==> config.mk <==
export PLATFORM = sky130hd
export DESIGN_NAME = capacitive_touch_result_regs
export DESIGN_NICKNAME = d
export VERILOG_FILES = /design/src/hdl/touch_result_pkg.sv /design/src/hdl/capacitive_touch_result_regs.sv
export VERILOG_INCLUDE_DIRS = /design/src /design/src/hdl
export SDC_FILE = /design/constraint.sdc
export NUM_CORES = 1
export LEC_CHECK = 0
export BUFFER_PORTS_ARGS = -buffer_cell sky130_fd_sc_hd__buf_4
export CELL_PAD_IN_SITES_DETAIL_PLACEMENT = 0
export CELL_PAD_IN_SITES_GLOBAL_PLACEMENT = 1
export CORE_ASPECT_RATIO = 1.4
export CORE_MARGIN = 5
export CORE_UTILIZATION = 36
export DETAILED_ROUTE_END_ITERATION = 8
export GPL_TIMING_DRIVEN = 0
export PLACE_DENSITY_LB_ADDON = 0.05
export SETUP_SLACK_MARGIN = 0.15
export SLEW_MARGIN = 5
export SYNTH_ARGS = -nofsm -noshare
export SYNTH_HDL_FRONTEND = slang
export SYNTH_SLANG_ARGS = --single-unit
==> constraint.sdc <==
create_clock -name sys_clk -period 7.9 [get_ports sys_clk]
set_clock_uncertainty 0.05 [all_clocks]
set_input_delay 0 -clock sys_clk [delete_from_list [all_inputs] [get_ports sys_clk]]
set_output_delay 0 -clock sys_clk [all_outputs]
set_load 0.01 [all_outputs]
==> src/hdl/touch_result_consts.svh <==
`ifndef TOUCH_RESULT_CONSTS_SVH
`define TOUCH_RESULT_CONSTS_SVH

`define ADDR_W            12
`define OFS_SAMPLING_CTL  12'h104
`define OFS_DETECT_MODE   12'h108
`define OFS_RAW_COORD     12'h11c
`define OFS_P5_Y          12'h120
`define OFS_P1_COORD      12'h124
`define OFS_P1_TAG_COORD  12'h128
`define OFS_P1_TAG        12'h12c
`define OFS_P2_TAG        12'h134
`define OFS_P5_X          12'h16c
`define OFS_P2_COORD      12'h170
`define OFS_P3_COORD      12'h18c
`define OFS_P4_COORD      12'h190

`define RST_SAMPLING_CTL  2'h3
`define RST_DETECT_MODE   1'h1
`define RST_COORD         32'h80008000
`define RST_HALF          16'h8000
`define RST_RAW           32'h0fffffff
`define RST_TAG           8'h00
`define SAMPLING_OFF      2'h0
`define SAMPLING_ON       2'h3
`define MODE_EXTENDED     1'h0
`define MODE_COMPAT       1'h1

`endif

==> src/hdl/touch_result_pkg.sv <==
package touch_result_pkg;

  // One calibrated or raw touch position
  typedef struct packed {
    logic [15:0] x;
    logic [15:0] y;
  } point_t;

  // Positions delivered by the touch engine with one sample
  typedef struct packed {
    point_t [4:0] pts;
    point_t       raw;
    point_t       tagPt;
  } sample_t;

  // Tag lookups from the renderer, taken at end of frame
  typedef struct packed {
    logic [7:0] tag1;
    logic [7:0] tag2;
  } tags_t;

endpackage

==> src/hdl/capacitive_touch_result_regs.sv <==
`timescale 1ns/1ps
`include "touch_result_consts.svh"

module capacitive_touch_result_regs (
  input  wire logic                          sys_clk,     // 25 MHz clock
  input  wire logic                          rst,         // Async reset, high
  input  wire logic [`ADDR_W-1:0]            addr,        // Register byte address
  input  wire logic [31:0]                   wrData,      // Write data
  input  wire logic                          wrEn,        // Write strobe
  input  wire logic                          rdEn,        // Read strobe
  output logic      [31:0]                   rdData,      // Read data, next cycle
  input  wire logic                          sampleValid, // New sample pulse
  input  wire touch_result_pkg::sample_t     sample,      // Sample positions
  input  wire logic                          frameDone,   // Last line scanned out
  input  wire touch_result_pkg::tags_t       tagIn,       // Tag lookup results
  output logic                               samplingOn,  // Engine run enable
  output logic                               compatMode   // Single-touch mode
);

  // ==========================================================================
  // Control registers
  logic [1:0] samplingCtl_r;
  logic       detectMode_r;

  always_ff @(posedge sys_clk or posedge rst) begin
    if (rst) begin
      samplingCtl_r <= `RST_SAMPLING_CTL;
    end else if (wrEn && addr == `OFS_SAMPLING_CTL) begin
      samplingCtl_r <= wrData[1:0];
    end
  end

  always_ff @(posedge sys_clk or posedge rst) begin
    if (rst) begin
      detectMode_r <= `RST_DETECT_MODE;
    end else if (wrEn && addr == `OFS_DETECT_MODE) begin
      detectMode_r <= wrData[0];
    end
  end

  // Undefined encodings treated as running
  assign samplingOn = (samplingCtl_r != `SAMPLING_OFF);
  assign compatMode = (detectMode_r == `MODE_COMPAT);

  logic takeSample;
  assign takeSample = sampleValid && samplingOn;

  // ==========================================================================
  // Coordinate registers
  touch_result_pkg::point_t p1Coord_r;
  touch_result_pkg::point_t p1TagCoord_r;
  touch_result_pkg::point_t p2Coord_r;
  touch_result_pkg::point_t p3Coord_r;
  touch_result_pkg::point_t p4Coord_r;
  logic [15:0]              p5X_r;
  logic [15:0]              p5Y_r;
  touch_result_pkg::point_t raw_r;

  always_ff @(posedge sys_clk or posedge rst) begin
    if (rst) begin
      p1Coord_r    <= `RST_COORD;
      p1TagCoord_r <= `RST_COORD;
    end else if (takeSample) begin
      p1Coord_r    <= sample.pts[0];
      p1TagCoord_r <= sample.tagPt;
    end
  end

  // Extra points only tracked in extended mode, else idle value
  always_ff @(posedge sys_clk or posedge rst) begin
    if (rst) begin
      p2Coord_r <= `RST_COORD;
      p3Coord_r <= `RST_COORD;
      p4Coord_r <= `RST_COORD;
    end else if (compatMode) begin
      p2Coord_r <= `RST_COORD;
      p3Coord_r <= `RST_COORD;
      p4Coord_r <= `RST_COORD;
    end else if (takeSample) begin
      p2Coord_r <= sample.pts[1];
      p3Coord_r <= sample.pts[2];
      p4Coord_r <= sample.pts[3];
    end
  end

  always_ff @(posedge sys_clk or posedge rst) begin
    if (rst) begin
      p5X_r <= `RST_HALF;
      p5Y_r <= `RST_HALF;
    end else if (compatMode) begin
      p5X_r <= `RST_HALF;
      p5Y_r <= `RST_HALF;
    end else if (takeSample) begin
      p5X_r <= sample.pts[4].x;
      p5Y_r <= sample.pts[4].y;
    end
  end

  // Raw position before calibration, compatibility mode only
  always_ff @(posedge sys_clk or posedge rst) begin
    if (rst) begin
      raw_r <= `RST_RAW;
    end else if (takeSample && compatMode) begin
      raw_r <= sample.raw;
    end
  end

  // ==========================================================================
  // Tag registers
  logic [7:0] tag1_r;
  logic [7:0] tag2_r;

  always_ff @(posedge sys_clk or posedge rst) begin
    if (rst) begin
      tag1_r <= `RST_TAG;
    end else if (frameDone) begin
      tag1_r <= tagIn.tag1;
    end
  end

  always_ff @(posedge sys_clk or posedge rst) begin
    if (rst) begin
      tag2_r <= `RST_TAG;
    end else if (frameDone) begin
      tag2_r <= compatMode ? `RST_TAG : tagIn.tag2;
    end
  end

  // ==========================================================================
  // Read path
  logic [31:0] rdData_nxt;

  always_comb begin
    rdData_nxt = 32'h00000000;
    unique case (addr)
      `OFS_SAMPLING_CTL: rdData_nxt = {30'h00000000, samplingCtl_r};
      `OFS_DETECT_MODE:  rdData_nxt = {31'h00000000, detectMode_r};
      `OFS_RAW_COORD:    rdData_nxt = raw_r;
      `OFS_P5_Y:         rdData_nxt = {16'h0000, p5Y_r};
      `OFS_P1_COORD:     rdData_nxt = p1Coord_r;
      `OFS_P1_TAG_COORD: rdData_nxt = p1TagCoord_r;
      `OFS_P1_TAG:       rdData_nxt = {24'h000000, tag1_r};
      `OFS_P2_TAG:       rdData_nxt = {24'h000000, tag2_r};
      `OFS_P5_X:         rdData_nxt = {16'h0000, p5X_r};
      `OFS_P2_COORD:     rdData_nxt = p2Coord_r;
      `OFS_P3_COORD:     rdData_nxt = p3Coord_r;
      `OFS_P4_COORD:     rdData_nxt = p4Coord_r;
      default:           rdData_nxt = 32'h00000000;
    endcase
  end

  // Reads change nothing but the read data
  always_ff @(posedge sys_clk or posedge rst) begin
    if (rst) begin
      rdData <= 32'h00000000;
    end else if (rdEn) begin
      rdData <= rdData_nxt;
    end else begin
      rdData <= 32'h00000000;
    end
  end
endmodule // capacitive_touch_result_regs

Word-level counts from Yosys, hierarchy flattened:

Cells that the tools add are included.
W data, S select, Z words.

* register bits after elaboration: 275
* logic and storage cells: 50
* output and inout port bits: 34
* bits of input ports: 290

* reductions and logical operators: 6
* mux-type cells: 13
* equal/unequal tests: 12

Operators with widths (number)
* $pmux W32 S12: 1
* $mux W32: 7
* $eq A12 B9 Y1 const B: 12
* $mux W16: 4
* $mux W8: 1
* $logic_and A1 B1 Y1: 4
* $reduce_bool A2 Y1: 2

Logic depth before layout (Yosys ltp):

Gate-level depths: netlist of the first run.

* depth in word-level cells: 4
* mapped depth: 8
* mapped depth without buffers: 5

Worst setup path after synthesis of the first run:

No wires, ideal clock.

* path kind: register to register
* start point: register samplingCtl_r[0]
* end point: register raw_r[28] (netlist bit)
* buffers on the path: 2
* setup time: 125 ps
* data arrival time: 1798 ps
* required time: 7725 ps
* cell stages (with the launch flop): 7
* slack: 5928 ps
* clock period less this slack: 1972 ps
* cells stage by stage: dfstp_2 or2_2 and2_1 clkbuf_1 nand2_1 buf_1 mux2_2

* longest elaborated chain between the ends: 3

RTL lines
* start, declared: line capacitive_touch_result_regs.sv:22 `logic [1:0] samplingCtl_r;`
* start signal, assigned: line capacitive_touch_result_regs.sv:27 `` samplingCtl_r <= `RST_SAMPLING_CTL; ``
* start signal, assigned: line capacitive_touch_result_regs.sv:29 `samplingCtl_r <= wrData[1:0];`
* $reduce_bool A2 Y1 (no source line)
* via samplingOn: line capacitive_touch_result_regs.sv:16 `output logic samplingOn,`
* $logic_and A1 B1 Y1: line capacitive_touch_result_regs.sv:46 `assign takeSample = sampleValid && samplingOn;`
* $logic_and A1 B1 Y1: line capacitive_touch_result_regs.sv:103 `end else if (takeSample && compatMode) begin`
* end signal, assigned: line capacitive_touch_result_regs.sv:102 `` raw_r <= `RST_RAW; ``
* end signal, assigned: line capacitive_touch_result_regs.sv:104 `raw_r <= sample.raw;`
* end, declared: line capacitive_touch_result_regs.sv:57 `touch_result_pkg::point_t raw_r;`

The timed path passes the listed nets, and every way through them passes these cells.
A chain may end at the register's enable or synchronous reset.

Worst setup path in the final report of the first run:

* start point: input addr[5]
* end point: register rdData[8]

* longest elaborated chain between the ends: 3
* elaborated cells on any way between the ends: 14
* classes of those cells: 12 x eq/ne; 2 x mux

RTL lines
* start, declared: line capacitive_touch_result_regs.sv:7 `` input wire logic [`ADDR_W-1:0] addr, ``
* $eq A12 B9 Y1: line capacitive_touch_result_regs.sv:135 `unique case (addr)`
* $pmux W32 S12 *: line capacitive_touch_result_regs.sv:135
* $mux W32 *: line capacitive_touch_result_regs.sv:156 `end else if (rdEn) begin`
* end signal, assigned: line capacitive_touch_result_regs.sv:157 `rdData <= rdData_nxt;`
* end, declared: line capacitive_touch_result_regs.sv:11 `output logic [31:0] rdData,`

Every way passes the cells marked *; elsewhere a longest branch is shown, timed or not.

==> impl_metrics.py, run 1 <==
metrics = {
    "routing": {
        "drt-met1-wl_um": 19000,
        "firstDrtPassIters": 5,
        "route.met2.wl_um": 25700,
        "wire_per_inst_um": 21.4,
        "vias_per_cell": 5.00,
        "top_layer": "met4",
        "ant_nets": 0,
        "routed_wirelength_um": 49400,
        "drt_iter0_drc": 779,
        "drcViolationCount": 0,
        "num_vias": 11500,
        "dr_wl_met3_um": 2300,
    },
    "status": {
        "status": "finished clean",
    },
    "job": {
        "maxCapViolations": 0,
    },
    "worst_setup_path": {
        "cp_common_cell": "clkbuf_1",
        "critPathRequiredTime_ns": 8.29,
        "cp-start-kind": "input pin",
        "slowest_stage": "nor3_1",
        "critPathKind": "in2reg",
        "cp_cell_sequence": "dlygate4sd3_1 > buf_4 > clkbuf_1 > nor4bb_1 > nand3_1 > nor3_1 > clkbuf_1 > a222oi_1 > a31oi_1",
        "crit_path_end_kind": "flop",
        "cp_slowest_stage_delay_ns": 0.85,
        "critPathMaxFanout": 10,
        "crit_arrival_ns": 3.45,
    },
    "global_routing": {
        "antenna_found_initial": 0,
        "grt_usage_pct": 26.1,
        "gr-total-overflow": 0,
        "grt_pass1_vias": 12300,
        "grt_first_pass_wirelength_um": 72500,
        "grt_max_degree": 121,
    },
    "timing": {
        "fin_crit_sh_pct": 38.7,
        "final-hold-violation-count": 0,
        "fmax_mhz": 327,
        "whs_ns": 0.0548,
        "final.setup.worst_slack_ns": 4.84,
        "tns_ns": 0,
        "setup_viol_count_final": 0,
        "drv_slew": 0,
        "slew_headroom_pct": 26.7,
        "grt_setup_unrepaired": "false",
        "min_period_ns": 3.06,
        "worst_pin_slew_ns": 1.09,
    },
    "floorplanning": {
        "start_util_pct": 36.3,
        "die-area_um2": 37300,
        "io_pins": 324,
        "die_w_um": 165,
        "chipHeight_um": 226,
        "num_rows": 79,
        "coreArea_um2": 33200,
    },
    "placement": {
        "hpwl_um": 36100,
        "portBuffers": 291,
        "place_ws_ns": 4.79,
        "place_congestion": 0.847,
    },
    "synth": {
        "yosysWarnings": 0,
        "async_flop_share_pct": 100,
        "syn_inst": 1259,
        "synth-seq-area-share_pct": 57.5,
        "synth_area_per_cell_um2": 9.57,
        "synth_flop_cell": "dfrtp_1",
        "synth_common_cells": "nand2_1, dfrtp_1, a21oi_1",
        "netlist_area_um2": 12100,
        "syn_nets": 1549,
        "yosysMostFrequentCell": "nand2_1",
        "synth_edf_count": 0,
        "yosysTopAreaCellShare_pct": 48.2,
        "yosysTopAreaCell": "dfrtp_1",
        "synth-seq-cells": 275,
        "synth_area_leaders": "dfrtp_1, nand2_1, dfstp_2, a21oi_1, a22oi_1",
        "netlist-cell-type-count": 51,
    },
    "clocking": {
        "cts_tree": "yes",
        "path_clk_slew_ns": 0.06,
        "htree_levels": 1,
        "cts_resized": 0,
        "cts-root-buf": "clkbuf_16",
        "worstSkewPairLatency_ns": 0.56,
        "numCtsBuffers": 29,
        "cts_sinks": 275,
        "clock_path_buffers": 3,
    },
    "power": {
        "finalPower_uw": 3260,
        "combPwrFrac_pct": 10.8,
        "power.density_nw_per_um2": 178,
        "power.switching_uw": 758,
        "sequentialPowerShare_pct": 46.9,
        "p_int_uw": 2510,
        "pwr-share-clk_pct": 42.2,
        "ir_worst_vdd_mv": 0.124,
        "swShare_pct": 23.2,
        "p_leak_uw": 0.00836,
    },
    "finish": {
        "diodes": 0,
        "final_nets": 2130,
        "syn_to_final_growth_pct": 52.5,
        "drive_gt1_share_pct": 24.0,
    },
    "min_path": {
        "hold_class": "in2reg",
    },
}
-- state kept, by name, summed over array words and instances, names as in the netlist --
name,cells
p1Coord_r,32
p1TagCoord_r,32
p2Coord_r,32
p3Coord_r,32
p4Coord_r,32
raw_r,32
rdData,32
p5X_r,16
p5Y_r,16
tag1_r,8
tag2_r,8
samplingCtl_r,2
compatMode,1
-- cell type report --
cell class | count | area, µm²
buffer | 98 | 382
clock inverter | 9 | 103
fill | 3064 | 14800
sequential | 275 | 6940
tap | 445 | 557
timing repair buffer | 550 | 4810
multi-input combinational | 876 | 4700
inverter | 10 | 45.0
clock buffer | 44 | 852
-- worst max-delay path, delay by kind of cell --
kind                   cells  cell delay (ns)
and+or+nand+nor            3             1.27
buffers and inverters      4             1.54
AOI/OAI and AO/OA          2             0.62
-- per-stage QoR --
| step | area [µm²] | utilization (%) | instances |
|---|---|---|---|
| 2_1_floorplan | 12100 | - | 1259 |
| 5_1_grt | 18400 | 55.3 | 2307 |
| 4_1_cts | 18400 | 55.3 | 2307 |
| 6_report | 18400 | 55.3 | 2307 |
| 3_5_place_dp | 14900 | 44.7 | 1997 |
| 3_3_place_gp | 14800 | 44.5 | 1995 |
-- power groups by stage --
| stage | logic [µW] | clock network, µW | registers, µW |
|---|---|---|---|
| 2_1_floorplan | 108 | 0 | 1540 |
| 3_5_place_dp | 252 | 0 | 1560 |
| 4_1_cts | 356 | 1410 | 1530 |
| 6_report | 354 | 1380 | 1530 |
| 5_1_grt | 389 | 1460 | 1540 |
| 3_3_place_gp | 245 | 0 | 1550 |
-- kinds of logic (layout without fill, tap and decap cells) --
family | count (synthesis) | count (layout) | synth area share (%)
fa+ha+maj | 1 | 1 | 0.0831
mux | 57 | 57 | 5.50
simple gates | 536 | 536 | 18.4
buf+inv | 108 | 711 | 3.48
flops | 275 | 275 | 57.5
compound gates | 282 | 282 | 15.0
-- metal layers --
metal	GRT usage, %	up-vias
met3	2.64	93
met5	0	-
li1	-	5467
met4	11.8	0
met2	47.3	351
met1	31.1	5613
-- repair_timing --
action / CTS / global route
setup buffers: 0 / 0
endpoints found under the hold margin: 321 / 0
hold buffers: 257 / 0
-- cells in the final DEF, fill, tap and decap left out, types with 7 or more instances in the layout --
cell,count
o21ai_0,14
and2_1,7
buf_4,292
a22o_1,16
clkbuf_1,91
clkbuf_16,29
dfstp_2,43
a31oi_1,30
dfrtp_1,232
a222oi_1,7
buf_2,8
nor2_1,9
mux2i_1,10
a21oi_1,121
a22oi_1,71
nand2_1,472
nand3b_1,16
inv_1,9
dlygate4sd3_1,257
clkbuf_8,7
mux2_2,44
-- final timing paths --
path,endpoint,cells past startpoint,slack (ns),start
min in group asynchronous,p1Coord_r[23],4,0.63,rst
min,p4Coord_r[27],5,0.05,sampleValid
max in group asynchronous,raw_r[13],6,5.74,rst
max reg2reg,p4Coord_r[1],7,5.25,samplingCtl_r[0]
max,rdData[8],9,4.84,addr[5]
min reg2reg,p1TagCoord_r[31],2,0.41,p1TagCoord_r[31]
(Power assumes the default switching activity.)
==> inputs of run 2 (changes only) <==
Settings changed: CORE_UTILIZATION 36 to 40.
Clock period 7.9 ns to 3.1 ns, I/O delays scaled along.
==> impl_metrics.py, run 2 (same netlist as run 1, synthesis figures left out) <==
metrics = {
    "status": {
        "status": "finished clean",
    },
    "job": {
        "maxCapViolations": 0,
    },
    "finish": {
        "final_cells": 2253,
        "final_nets": 2134,
        "layout_commonest_cell": "nand2_1",
        "final_cell_mix": "nand2_1, buf_4, dlygate4sd3_1",
        "drive_gt1_share_pct": 24.4,
        "syn_to_final_growth_pct": 53.3,
    },
    "power": {
        "p_leak_uw": 0.00842,
        "power.density_nw_per_um2": 466,
        "ir_worst_vdd_mv": 0.371,
    },
    "timing": {
        "tns_ns": 0,
        "worst_pin_slew_ns": 1.08,
        "fmax_mhz": 368,
        "fin_crit_sh_pct": 87.7,
        "setup_viol_count_final": 0,
        "grt_setup_unrepaired": "false",
        "min_period_ns": 2.72,
        "slew_headroom_pct": 27.2,
        "final-hold-violation-count": 0,
        "drv_slew": 0,
    },
    "worst_setup_path": {
        "critPathKind": "in2reg",
        "crit_path_end_kind": "flop",
        "cp-start-kind": "input pin",
        "crit_arrival_ns": 3.13,
        "slowest_stage": "nor3_1",
        "cp_slowest_stage_delay_ns": 0.84,
        "critPathRequiredTime_ns": 3.51,
        "critPathMaxFanout": 10,
        "cp_cell_sequence": "dlygate4sd3_1 > buf_4 > nor2_1 > nand3_1 > nor3_1 > clkbuf_1 > a22oi_1 > a31oi_1",
        "r2r_slack_ns": 0.41,
    },
    "routing": {
        "ant_nets": 0,
        "num_vias": 11800,
        "drt_iter0_drc": 798,
        "drcViolationCount": 0,
        "routed_wirelength_um": 48900,
        "wire_per_inst_um": 21.7,
        "firstDrtPassIters": 5,
        "vias_per_cell": 5.24,
    },
    "min_path": {
        "hold_class": "in2async",
    },
    "global_routing": {
        "antenna_found_initial": 0,
        "grt_usage_pct": 28.4,
        "grt_first_pass_wirelength_um": 72600,
        "grt_pass1_vias": 12600,
        "gr-total-overflow": 0,
        "grt_max_degree": 39,
    },
    "clocking": {
        "htree_levels": 1,
        "cts_tree": "yes",
        "post-cts-setup-buffers": 0,
        "cts-root-buf": "clkbuf_16",
        "clock_path_buffers": 3,
        "numCtsBuffers": 29,
        "cts_sinks": 275,
        "path_clk_slew_ns": 0.06,
        "worstSkewPairLatency_ns": 0.56,
        "hold_buffers": 255,
        "cts_resized": 0,
    },
    "floorplanning": {
        "start_util_pct": 40.4,
        "io_pins": 324,
        "coreArea_um2": 29800,
        "die-area_um2": 33800,
        "chipHeight_um": 215,
        "die_w_um": 157,
        "num_rows": 75,
    },
    "placement": {
        "portBuffers": 291,
        "place_inst": 1943,
        "place_congestion": 0.870,
        "hpwl_um": 35500,
    },
}
-- run 2: cell types whose count changed in the layout (fill, tap and decap cells not counted), sizes merged --
cell	delta
dlygate4sd3	-2
clkbuf	-2
diode	+1
clkinv	-3
buf	+6
clkinvlp	+4
inv	-1
bufinv	+3
-- run 2: layout make-up --
| type | instances | area [µm²] |
|---|---|---|
| Antenna cell | 1 | 2.50 |
| Buffer | 98 | 382 |
| Clock buffer | 42 | 835 |
| Clock inverter | 12 | 196 |
| Fill cell | 2596 | 11400 |
| Inverter | 10 | 41.3 |
| Multi-Input combinational cell | 876 | 4700 |
| Sequential cell | 275 | 6940 |
| Tap cell | 385 | 482 |
| Timing Repair Buffer | 554 | 4900 |
-- run 2: where the power goes --
group	total, µW	switching (µW)	internal, µW
clock	3780	1500	2280
sequential	3900	119	3780
combinational	921	362	559
total	8600	1980	6620
-- run 2: path summary, 6_finish.rpt --
path / start / end / cells past startpoint
worst max-delay path: addr[1] / rdData[10] / 8
worst min-delay path: rst / p1Coord_r[28] / 3
worst max register to register: samplingCtl_r[1] / p4Coord_r[5] / 7
worst min register to register: p1Coord_r[31] / p1Coord_r[31] / 2
max in group asynchronous: rst / p2Coord_r[0] / 7
min in group sys_clk: addr[5] / rdData[14] / 5
-- run 2: per-stage QoR --
stage / setup slack [ns] / utilization [%] / power (µW) / hold WS [ns] / cell area [µm²]
after global routing: 0.278 / 61.9 / 8910 / 0.0549 / 18500
after CTS: 0.410 / 61.9 / 8650 / 0.0129 / 18500
after detailed placement: 0.0970 / 49.9 / 4620 / 0.0562 / 14900
final: 0.381 / 61.9 / 8600 / 0.0335 / 18500
after floorplan: -0.552 / - / 4190 / 0.0330 / 12100
after global placement: -2.29 / 49.3 / 4580 / 0.144 / 14700
-- run 2: worst max-delay path, delay by kind of cell --
family                 cells  cell delay [ns]
buffers and inverters      3             1.28
and+or+nand+nor            3             1.27
AOI/OAI and AO/OA          2             0.57
-- run 2: per-layer routing --
metal  GRT usage (%)  wire length [µm]  vias to the layer above
met5               0                 0                        -
met4            12.7              2590                        0
met3            3.45              2820                      111
met2            50.8             25300                      446
met1            33.9             18200                     5763
li1                -                 -                     5479
==> inputs of run 3 (changes only) <==
Settings changed: MAX_ROUTING_LAYER set to met4.
==> impl_metrics.py, run 3 (same netlist as run 1, synthesis figures left out) <==
metrics = {
    "status": {
        "status": "finished clean",
    },
    "worst_setup_path": {
        "critPathKind": "in2reg",
        "slowest_stage": "nor3_1",
        "crit_path_end_kind": "flop",
        "cp_cell_sequence": "dlygate4sd3_1 > buf_4 > nor2_1 > nand3_1 > nor3_1 > clkbuf_1 > a222oi_1 > a31oi_1",
        "crit_arrival_ns": 3.10,
        "critPathBufInv": 3,
        "cp_top_family": "buffers and inverters",
        "cp-start-kind": "input pin",
        "cp_slowest_stage_delay_ns": 0.73,
        "critPathMaxFanout": 10,
        "critPathRequiredTime_ns": 3.49,
    },
    "timing": {
        "min_period_ns": 2.71,
        "worst_pin_slew_ns": 0.927,
        "slew_headroom_pct": 37.8,
        "grt_setup_unrepaired": "false",
        "fin_crit_sh_pct": 87.4,
        "drv_slew": 0,
        "final-hold-violation-count": 0,
        "setup_viol_count_final": 0,
        "whs_ns": 0.0191,
        "fmax_mhz": 369,
    },
    "global_routing": {
        "gr-total-overflow": 0,
        "grt_first_pass_wirelength_um": 72500,
        "antenna_found_initial": 0,
        "grt_max_degree": 39,
        "grt_usage_pct": 29.1,
        "grt_pass1_vias": 12400,
    },
    "clocking": {
        "cts-root-buf": "clkbuf_16",
        "path_clk_slew_ns": 0.06,
        "cts_sinks": 275,
        "htree_levels": 1,
        "cts_tree": "yes",
        "numCtsBuffers": 28,
        "clock_path_buffers": 3,
        "worstSkewPairLatency_ns": 0.56,
    },
    "power": {
        "p_int_uw": 6400,
        "p_leak_uw": 0.00840,
        "ir_worst_vdd_mv": 0.330,
        "power.density_nw_per_um2": 453,
        "power.switching_uw": 1930,
        "sequentialPowerShare_pct": 46.8,
        "pwr-share-clk_pct": 42.1,
        "combPwrFrac_pct": 11.0,
        "swShare_pct": 23.2,
    },
    "routing": {
        "wire_per_inst_um": 21.5,
        "ant_nets": 0,
        "num_vias": 11600,
        "vias_per_cell": 5.15,
        "firstDrtPassIters": 5,
        "drcViolationCount": 0,
        "drt_iter0_drc": 675,
        "routed_wirelength_um": 48400,
    },
    "floorplanning": {
        "io_pins": 324,
        "num_rows": 75,
        "start_util_pct": 40.4,
        "coreArea_um2": 29800,
        "chipHeight_um": 215,
        "die_w_um": 157,
        "die-area_um2": 33800,
    },
    "finish": {
        "drive_gt1_share_pct": 24.3,
        "final_cell_mix": "nand2_1, buf_4, dlygate4sd3_1",
        "syn_to_final_growth_pct": 52.5,
        "stdcell_area_um2": 18400,
        "layout_commonest_cell": "nand2_1",
        "final_nets": 2132,
        "diodes": 0,
    },
    "placement": {
        "portBuffers": 291,
        "place_congestion": 0.873,
        "placed_area_um2": 14900,
        "hpwl_um": 35600,
    },
    "min_path": {
        "hold_class": "in2reg",
    },
    "job": {
        "maxCapViolations": 0,
    },
}
-- run 3: power by group through the flow --
stage	clock network (µW)	registers (µW)	logic (µW)
final	3510	3900	919
after global routing	3700	3920	1010
after CTS	3560	3900	920
after detailed placement	0	3960	658
after global placement	0	3960	623
after floorplan	0	3910	276
-- run 3: metrics by stage --
stage | total power [µW] | cells | utilization, % | setup WS, ns | TNS, ns
after floorplan | 4190 | 1259 | - | -0.552 | -128.13
after global placement | 4580 | 1935 | 49.3 | -2.32 | -567.58
after detailed placement | 4620 | 1943 | 49.9 | 0.0324 | 0
after CTS | 8380 | 2248 | 61.6 | 0.429 | 0
after global routing | 8620 | 2248 | 61.6 | 0.278 | 0
final | 8330 | 2248 | 61.6 | 0.392 | 0
-- run 3: timing repair --
| action | CTS | global route |
|---|---|---|
| endpoints found under the hold margin | 361 | 0 |
| buffers inserted | 0 | 0 |
| resized for setup | 0 | 0 |
| hold buffers | 254 | 0 |
-- run 3: worst paths after layout --
path	startpoint	end	slack, ns	cells past startpoint
min	addr[5]	rdData[9]	0.02	5
min in group asynchronous	rst	p1Coord_r[22]	0.03	3
max	addr[1]	rdData[8]	0.39	8
max reg2reg	samplingCtl_r[1]	p3Coord_r[5]	0.45	7
min reg2reg	p1Coord_r[15]	p1Coord_r[15]	0.41	2
max in group asynchronous	rst	raw_r[1]	1.85	6
-- run 3: layer usage --
layer / share of wire, % / vias up / global-route usage [%]
li1: - / 5473 / -
met2: 53 / 374 / 51.4
met4: 4.6 / 0 / 11.8
met1: 38 / 5644 / 33.5
met3: 5.0 / 93 / 3.19
met5: 0 / - / -
-- run 3: final cells by class --
cell class / instances / area [µm²]
fillers: 2586 / 11500
repair buffers: 553 / 4890
plain buffers: 98 / 382
multi-input cells: 876 / 4700
clock inverters: 11 / 141
flip-flops and latches: 275 / 6940
clock buffers: 40 / 806
well taps: 385 / 482
inverters: 10 / 41.3
-- run 3: worst register-to-register path, delay by kind of cell, from the launching register on --
| kind | cells | cell delay [ns] |
|---|---|---|
| buf+inv | 3 | 1.34 |
| flops | 1 | 0.54 |
| simple gates | 3 | 0.49 |
| compound gates | 1 | 0.16 |
